`src/rtl/macgc_pkg.sv`:
```
package macgc_pkg;

   // ---------------------------------------------------------------------
   // Register map (byte addresses).
   // ---------------------------------------------------------------------
   localparam logic [15:0] OFS_GLOBAL_CTRL = 16'hA000;
   localparam logic [15:0] OFS_FILTER_CTRL = 16'hA004;
   localparam logic [15:0] OFS_ENTRY_EN    = 16'hA028;
   localparam logic [15:0] OFS_CAM_FIRST   = 16'h9100;
   localparam logic [15:0] OFS_CAM_LAST    = 16'h917C;

   // ---------------------------------------------------------------------
   // Global control fields.
   // ---------------------------------------------------------------------
   localparam int GC_GRACEFUL_HALT = 0;
   localparam int GC_ABRUPT_HALT   = 1;
   localparam int GC_SOFT_RESET    = 2;
   localparam int GC_DUPLEX        = 3;
   localparam int GC_LOOPBACK      = 4;
   localparam int GC_ENDEC_SELECT  = 6;
   localparam int GC_ENDEC_LOOP    = 7;
   localparam int GC_MISSED_WRAP   = 10;
   localparam int GC_MDC_OFF       = 12;
   localparam int GC_WRAP_IRQ_EN   = 13;
   localparam int GC_LINK_STATUS   = 15;
   localparam logic [15:0] GC_WRITE_MASK = 16'h30DF;
   localparam logic [15:0] GC_RESET_VAL  = 16'h0000;

   // ---------------------------------------------------------------------
   // Address filter control fields.
   // ---------------------------------------------------------------------
   localparam int AF_UNICAST   = 0;
   localparam int AF_MULTICAST = 1;
   localparam int AF_ALL_ONES  = 2;
   localparam int AF_INVERT    = 3;
   localparam int AF_COMPARE   = 4;
   localparam logic [4:0]  AF_RESET_VAL = 5'h00;
   localparam logic [20:0] EN_RESET_VAL = 21'h000000;

   // ---------------------------------------------------------------------
   // Sizes and timing.
   // ---------------------------------------------------------------------
   localparam int CAM_ENTRIES  = 21;
   localparam int CAM_WORDS    = 32;
   localparam int CLK_NS       = 20;
   localparam int SRST_NS      = 80;
   localparam int SRST_CYCLES  = (SRST_NS + CLK_NS - 1) / CLK_NS;

   // ---------------------------------------------------------------------
   // Carriers.
   // ---------------------------------------------------------------------
   typedef struct packed {
      logic        wr;
      logic        rd;
      logic [15:0] addr;
      logic [31:0] wdata;
   } macgc_bus_req_t;

   typedef struct packed {
      logic       en;
      logic [3:0] d;
   } macgc_nibble_t;

   typedef struct packed {
      logic [15:0]                  ctrl;
      logic [4:0]                   filt;
      logic [20:0]                  cam_en;
      logic [CAM_WORDS-1:0][31:0]   cam;
      logic [2:0]                   rst_cnt;
      logic                         tx_halt;
      logic                         rx_halt;
      logic [5:0]                   s1;
      logic [5:0]                   s2;
      logic [5:0]                   s3;
      logic [5:0]                   pin;
      logic [31:0]                  rdata;
      logic                         accept;
      logic                         accept_vld;
      logic                         irq;
      macgc_nibble_t                phy_tx;
      macgc_nibble_t                core_rx;
   } macgc_state_t;

endpackage

```
`src/rtl/macgc_top.sv`:
```
// The strobed register port was decided locally.
module macgc_top (
   // Clock, reset and enable.
   input  wire logic                     ref_clk_in,
   input  wire logic                     sys_rst_in,
   input  wire logic                     clk_en_in,
   // Register port.
   input  wire macgc_pkg::macgc_bus_req_t bus_req_in,
   output logic [31:0]                   bus_rdata_out,
   // MAC core side.
   input  wire logic                     tx_busy_in,
   input  wire logic                     rx_busy_in,
   input  wire macgc_pkg::macgc_nibble_t core_tx_in,
   input  wire logic                     missed_wrap_in,
   output logic                          tx_run_out,
   output logic                          rx_run_out,
   output logic                          tx_start_ok_out,
   output macgc_pkg::macgc_nibble_t      core_rx_out,
   output logic                          mac_sw_reset_out,
   output logic                          missed_wrap_irq_out,
   // Destination address filter.
   input  wire logic                     da_valid_in,
   input  wire logic [47:0]              da_in,
   output logic                          accept_out,
   output logic                          accept_valid_out,
   // PHY or endec side.
   input  wire macgc_pkg::macgc_nibble_t phy_rx_in,
   input  wire logic                     endec_link_in,
   output macgc_pkg::macgc_nibble_t      phy_tx_out,
   output logic                          endec_select_out,
   output logic                          mii_select_out,
   output logic                          endec_loop_out,
   output logic                          mdc_enable_out
);
   import macgc_pkg::*;

   macgc_state_t q;
   macgc_state_t d;

   logic [CAM_ENTRIES-1:0] cam_hit;
   logic                   is_unicast;
   logic                   is_all_ones;
   logic                   is_multicast;
   logic                   duplex_eff;
   logic                   wr_gc;
   logic                   wr_af;
   logic                   wr_en;
   logic                   wr_cam;
   logic [4:0]             cam_idx;
   logic [5:0]             pin_raw;
   logic [5:0]             agree;
   logic [15:0]            gc_read;

   // ----------------------------------------------------------------------
   // CAM entry compare.
   // ----------------------------------------------------------------------
   // Entries are packed back to back, six bytes each, first byte in the
   // top lane of a word.
   for (genvar k = 0; k < CAM_ENTRIES; k++) begin : g_entry
      logic [47:0] entry;
      for (genvar b = 0; b < 6; b++) begin : g_byte
         assign entry[47-8*b -: 8] =
            q.cam[(6*k+b)/4][31-8*((6*k+b)%4) -: 8];
      end
      assign cam_hit[k] = q.cam_en[k] && (entry == da_in);
   end

   // ----------------------------------------------------------------------
   // Address classes.
   // ----------------------------------------------------------------------
   assign is_all_ones  = &da_in;
   assign is_unicast   = ~da_in[40];
   assign is_multicast = da_in[40] && !is_all_ones;

   // ----------------------------------------------------------------------
   // Bus decode.
   // ----------------------------------------------------------------------
   assign wr_gc  = bus_req_in.wr && (bus_req_in.addr == OFS_GLOBAL_CTRL);
   assign wr_af  = bus_req_in.wr && (bus_req_in.addr == OFS_FILTER_CTRL);
   assign wr_en  = bus_req_in.wr && (bus_req_in.addr == OFS_ENTRY_EN);
   assign wr_cam = bus_req_in.wr && (bus_req_in.addr >= OFS_CAM_FIRST)
                   && (bus_req_in.addr <= OFS_CAM_LAST)
                   && (bus_req_in.addr[1:0] == 2'h0);
   assign cam_idx = bus_req_in.addr[6:2];

   assign pin_raw = {endec_link_in, phy_rx_in};
   // The second and third stages must agree before a pin change counts.
   assign agree   = ~(q.s2 ^ q.s3);

   // Loopback takes priority over the duplex selection.
   assign duplex_eff = q.ctrl[GC_DUPLEX] && !q.ctrl[GC_LOOPBACK];

   always_comb begin
      gc_read = q.ctrl & GC_WRITE_MASK;
      gc_read[GC_MISSED_WRAP] = q.ctrl[GC_MISSED_WRAP];
      gc_read[GC_LINK_STATUS] = q.pin[5];
   end

   // ----------------------------------------------------------------------
   // Next state.
   // ----------------------------------------------------------------------
   always_comb begin
      d = q;

      // Pin synchronisers: stage one feeds stage two only.
      d.s1  = pin_raw;
      d.s2  = q.s1;
      d.s3  = q.s2;
      d.pin = (agree & q.s3) | (~agree & q.pin);

      // Read data stand for one cycle only.
      d.rdata = 32'h0000_0000;
      if (bus_req_in.rd) begin
         case (bus_req_in.addr)
            OFS_GLOBAL_CTRL: d.rdata = {16'h0000, gc_read};
            OFS_FILTER_CTRL: d.rdata = {27'h0000000, q.filt};
            OFS_ENTRY_EN:    d.rdata = {11'h000, q.cam_en};
            default:         d.rdata = 32'h0000_0000;
         endcase
      end

      // Register writes.
      if (wr_gc) begin
         d.ctrl = (bus_req_in.wdata[15:0] & GC_WRITE_MASK)
                  | (q.ctrl & ~GC_WRITE_MASK);
         // The wrap flag is cleared by writing a one to it.
         if (bus_req_in.wdata[GC_MISSED_WRAP]) begin
            d.ctrl[GC_MISSED_WRAP] = 1'b0;
         end
      end
      if (wr_af) begin
         d.filt = bus_req_in.wdata[4:0];
      end
      if (wr_en) begin
         d.cam_en = bus_req_in.wdata[20:0];
      end
      if (wr_cam) begin
         d.cam[cam_idx] = bus_req_in.wdata;
      end

      // A wrap in the same cycle as a clear still sets the flag.
      if (missed_wrap_in) begin
         d.ctrl[GC_MISSED_WRAP] = 1'b1;
      end
      d.irq = missed_wrap_in && q.ctrl[GC_WRAP_IRQ_EN];

      // Halt handling: abrupt wins, graceful waits for the frame to end.
      if (q.ctrl[GC_ABRUPT_HALT]) begin
         d.tx_halt = 1'b1;
         d.rx_halt = 1'b1;
      end else if (q.ctrl[GC_GRACEFUL_HALT]) begin
         d.tx_halt = q.tx_halt || !tx_busy_in;
         d.rx_halt = q.rx_halt || !rx_busy_in;
      end else begin
         d.tx_halt = 1'b0;
         d.rx_halt = 1'b0;
      end

      // Transmit path: loopback keeps the PHY side quiet.
      if (q.ctrl[GC_LOOPBACK]) begin
         d.phy_tx  = '0;
         d.core_rx = core_tx_in;
      end else begin
         d.phy_tx  = core_tx_in;
         d.core_rx = q.pin[4:0];
      end

      // Destination filter decision, one cycle after the address.
      d.accept_vld = da_valid_in;
      d.accept     = 1'b0;
      if (da_valid_in) begin
         d.accept = (is_unicast   && q.filt[AF_UNICAST])
                 || (is_multicast && q.filt[AF_MULTICAST])
                 || (is_all_ones  && q.filt[AF_ALL_ONES])
                 || (q.filt[AF_COMPARE]
                     && ((|cam_hit) ^ q.filt[AF_INVERT]));
      end

      // Software reset: start, hold, then clear the request bit.
      if (q.rst_cnt != 3'h0) begin
         d.rst_cnt = q.rst_cnt - 3'h1;
         d.ctrl    = GC_RESET_VAL;
         d.filt    = AF_RESET_VAL;
         d.cam_en  = EN_RESET_VAL;
         d.tx_halt = 1'b0;
         d.rx_halt = 1'b0;
         d.irq     = 1'b0;
         d.accept  = 1'b0;
         d.accept_vld = 1'b0;
         d.ctrl[GC_SOFT_RESET] = (q.rst_cnt != 3'h1);
      end else if (wr_gc && bus_req_in.wdata[GC_SOFT_RESET]) begin
         d.rst_cnt = 3'(SRST_CYCLES);
         d.ctrl    = GC_RESET_VAL;
         d.ctrl[GC_SOFT_RESET] = 1'b1;
         d.filt    = AF_RESET_VAL;
         d.cam_en  = EN_RESET_VAL;
      end
   end

   // ----------------------------------------------------------------------
   // State register.
   // ----------------------------------------------------------------------
   always_ff @(posedge ref_clk_in or posedge sys_rst_in) begin
      if (sys_rst_in) begin
         q <= '0;
      end else if (clk_en_in) begin
         q <= d;
      end
   end

   // ----------------------------------------------------------------------
   // Outputs.
   // ----------------------------------------------------------------------
   assign bus_rdata_out       = q.rdata;
   assign tx_run_out          = !q.tx_halt && !q.ctrl[GC_ABRUPT_HALT];
   assign rx_run_out          = !q.rx_halt && !q.ctrl[GC_ABRUPT_HALT];
   assign tx_start_ok_out     = tx_run_out
                                && (duplex_eff || !rx_busy_in);
   assign core_rx_out         = q.core_rx;
   assign phy_tx_out          = q.phy_tx;
   assign mac_sw_reset_out    = q.ctrl[GC_SOFT_RESET];
   assign missed_wrap_irq_out = q.irq;
   assign accept_out          = q.accept;
   assign accept_valid_out    = q.accept_vld;
   assign endec_select_out    = q.ctrl[GC_ENDEC_SELECT];
   assign mii_select_out      = !q.ctrl[GC_ENDEC_SELECT];
   assign endec_loop_out      = q.ctrl[GC_ENDEC_LOOP];
   assign mdc_enable_out      = !q.ctrl[GC_MDC_OFF];

endmodule
```
`config.mk`:
```
export PLATFORM = sky130hd
export DESIGN_NAME = macgc_top
export DESIGN_NICKNAME = d
export VERILOG_FILES = /design/src/rtl/macgc_pkg.sv /design/src/rtl/macgc_top.sv
export SDC_FILE = /design/constraint.sdc
export NUM_CORES = 2
export LEC_CHECK = 0
export ABC_AREA = 1
export BUFFER_PORTS_ARGS = -buffer_cell sky130_fd_sc_hd__buf_2
export CORE_ASPECT_RATIO = 2
export CORE_UTILIZATION = 47
export CTS_CLUSTER_SIZE = 40
export DETAILED_ROUTE_END_ITERATION = 10
export SYNTH_ARGS = -nofsm -noshare
export SYNTH_HDL_FRONTEND = slang
export SYNTH_SLANG_ARGS = --single-unit
```
`constraint.sdc`:
```
create_clock -name ref_clk_in -period 88.2 [get_ports ref_clk_in]
set_input_delay 17.64 -clock ref_clk_in [delete_from_list [all_inputs] [get_ports ref_clk_in]]
set_output_delay 17.64 -clock ref_clk_in [all_outputs]
set_load 0.01 [all_outputs]
```
==> impl_metrics.yaml <==
place:
  dp_hpwl_um: 152100
  routabilityCongestion: 0.9483
  numPortBuffers: 157
  dp_cells: 8754
setup_path:
  end_kind: "output pin"
  critPathLaunchType: "input port"
  crit_path_top_delay_cell: "nor3_1"
  arrival_ns: 18.20
  crit_type: "input port to output pin"
  slowest_delay_ns: 0.17
  critPathMaxFanout: 2
  cp.buffers_inverters: 3
  r2r_slack_ns: 85.08
  cp_top_family: "buffers and inverters"
  cp_cell_sequence: "buf_2, inv_1, a21oi_1, nor3_1, buf_2"
  required_ns: 70.56
  cp_common_cell: "buf_2"
layout:
  drive_above_1_share: 0.07915
  nets: 7444
  nFillCells: 11680
  syn2layout_area_growth_pct: 9.530
  stdcell_count: 8951
timing:
  setup_viol: 0
  worst_slew_pin_slew_ns: 1.266
  fin_skew_ns: 0.01627
  drv_slew: 0
  final-hold-violation-count: 0
  max_freq_ghz: 0.02790
  hold_ws_ns: 0.4775
  timing.final.crit_period_ns: 35.84
  grt_setup_unrepaired: "no"
  setup_tns_ns: 0
  slew_headroom: 0.1531
  min_period_over_period: 0.4064
clock_tree:
  cts_buffers: 100
  cts_hold_buf: 0
  cts_tree: "yes"
  post-cts-setup-buffers: 0
  clock-sinks: 1107
  insertion_delay_ns: 0.75
  clk_pin_slew_ns: 0.07
  cts-root-buf: "clkbuf_16"
  htreeDepth: 3
  cts_buffer_depth: 3
  cts_resized: 0
synthesis:
  yosysTopAreaCell: "dfrtp_1"
  synth_ff_type: "dfrtp_1"
  synth_top_family_by_area: "simple AND/OR/NAND/NOR gates"
  synth-simple-area-share: 0.2387
  yosysMostFrequentCell: "nand2_1"
  synth_compound_area_frac: 0.1433
  synth_mux_area_frac: 0
  yosys_warnings: 0
  synth_top_area_share: 0.4983
  syn-instance-count: 7415
  synth_xor_area_frac: 0.04648
  postSynthAreaPerCell_um2: 7.497
  ys_seq_area_frac: 0.4983
  synth_area_leaders: "dfrtp_1, nand2_1, o21ai_0, nor2_1, inv_1"
  synth_cell_type_count: 44
  yosys-top-cells-count: "nand2_1, o21ai_0, dfrtp_1"
  synth_adder_area_share: 0.0002251
  synth-seq-cells: 1107
  async_reset_ff_frac: 1.000
  synth_edf_count: 0
  synth_area_mm2: 0.05559
power:
  swShare: 0.2991
  p_leak_nw: 27.61
  internal-power_mw: 0.8131
  pwr-share-clk: 0.405
  seq_power_share: 0.464
  power_per_cell_area_mw_per_mm2: 19.05
  ir_worst_vdd_uv: 16.22
  power_frac_comb: 0.131
  p_sw_mw: 0.3469
run:
  drv_cap: 0
route:
  first_pass_iters: 6
  top_layer_used: "met5"
  wl_met1_um: 85870
  wl_met3_um: 30170
  drt_iter0_drc: 6683
  vias: 52410
  routed_wl_um: 256300
  wl_met2_um: 110800
  wl_per_cell_um: 28.63
  antenna_left: 0
  drc: 0
  via_per_inst: 5.855
die:
  rows: 178
  io_pins: 169
  dieArea_mm2: 0.1197
  dieWidth_um: 245.2
  die_h_um: 488.4
  core_region_area_mm2: 0.1174
  initial_core_util: 0.4736
global_routing:
  grt_max_degree: 175
  gr-usage-all-layers: 0.4301
  grt_overflow: 0
  grt_pass1_vias: 48370
  grt_pass1_wl_um: 358000
  antenna_found_initial: 26
status:
  status: "finished clean"
min_path:
  hold_path_class: "register to register"
==> flip-flops by register name, summed over array words and instances (netlist names), named ones only <==
register / count
core_rx_out: 5
accept_out: 1
phy_tx_out: 5
g_entry.entry: 1008
endec_loop_out: 1
q: 37
mac_sw_reset_out: 1
d: 12
accept_valid_out: 1
missed_wrap_irq_out: 1
gc_read: 7
bus_rdata_out: 21
endec_select_out: 1
==> cells by family (layout without fill, tap and decap cells) <==
logic type	count (synthesis)	after routing
AO/OA/AOI/OAI	1553	1553
XOR/XNOR	295	295
adder cells (fa/ha/maj)	1	1
buffers and inverters	1012	991
flip-flops	1107	1107
other	1	28
AND/OR/NAND/NOR	3446	3446
==> worst reg2reg max path: cells and delay by family, from the launching register on <==
family,cells,cell delay [ns]
simple gates,14,2.09
buf+inv,1,0.43
flops,1,0.36
compound gates,1,0.11
==> layer usage <==
layer,up-vias,global-route usage
met3,1123,0.1010
met4,14,0.3992
met2,3341,0.6491
met5,-,0
met1,24870,0.5035
li1,23060,-
==> cell type report <==
type	instances	area, µm²	area share
Sequential cell	1107	27700	0.4550
Multi-Input combinational cell	5306	23980	0.3938
Clock buffer	147	2970	0.04878
Timing Repair Buffer	308	1948	0.03200
Tap cell	1530	1914	0.03144
Inverter	504	1907	0.03132
Clock inverter	32	425.4	0.006987
Antenna cell	17	42.54	0.0006987
==> cells in the final DEF, fill, tap and decap left out, drive strengths merged, types with 42 or more instances in the layout <==
| master | instances |
|---|---|
| xnor2 | 201 |
| dfrtp | 1107 |
| buf | 308 |
| o22ai | 49 |
| o21ai | 1458 |
| nor2 | 611 |
| clkinv | 42 |
| clkbuf | 147 |
| nand2 | 2696 |
| inv | 481 |
| xor2 | 94 |
| nand3 | 83 |
==> final timing paths <==
check,startpoint,endpoint,depth (start not counted)
worst min-delay path,bus_rdata_out[13]$_DFFE_PP0P_,bus_rdata_out[13]$_DFFE_PP0P_,2
min in group asynchronous,sys_rst_in,bus_rdata_out[12]$_DFFE_PP0P_,2
worst max register to register,q[1116]$_DFFE_PP0P_,accept_out$_DFFE_PP0P_,16
worst max-delay path,rx_busy_in,tx_start_ok_out,5
max in group asynchronous,sys_rst_in,g_entry[4].entry[42]$_DFFE_PP0P_,6
worst min register to register,bus_rdata_out[13]$_DFFE_PP0P_,bus_rdata_out[13]$_DFFE_PP0P_,2
==> metrics by stage <==
stage | instance area (µm²) | utilization | worst slack (ns) | power (mW)
after global routing | 60850 | 0.5184 | 52.34 | 1.183
after CTS | 60830 | 0.5183 | 52.36 | 1.155
after global placement | 57440 | 0.4894 | 52.32 | 0.6902
after floorplan | 55630 | - | 39.39 | 0.6133
final | 60890 | 0.5188 | 52.36 | 1.160
after detailed placement | 57440 | 0.4894 | 52.37 | 0.6916
==> power groups by stage <==
stage	registers, mW	clock network [mW]	logic, mW
floorplan	0.536	0	0.0770
global placement	0.546	0	0.144
detailed placement	0.546	0	0.145
CTS	0.537	0.472	0.146
global route	0.538	0.490	0.155
finish	0.538	0.470	0.151
Note: power is estimated with default switching activity, not from simulation.
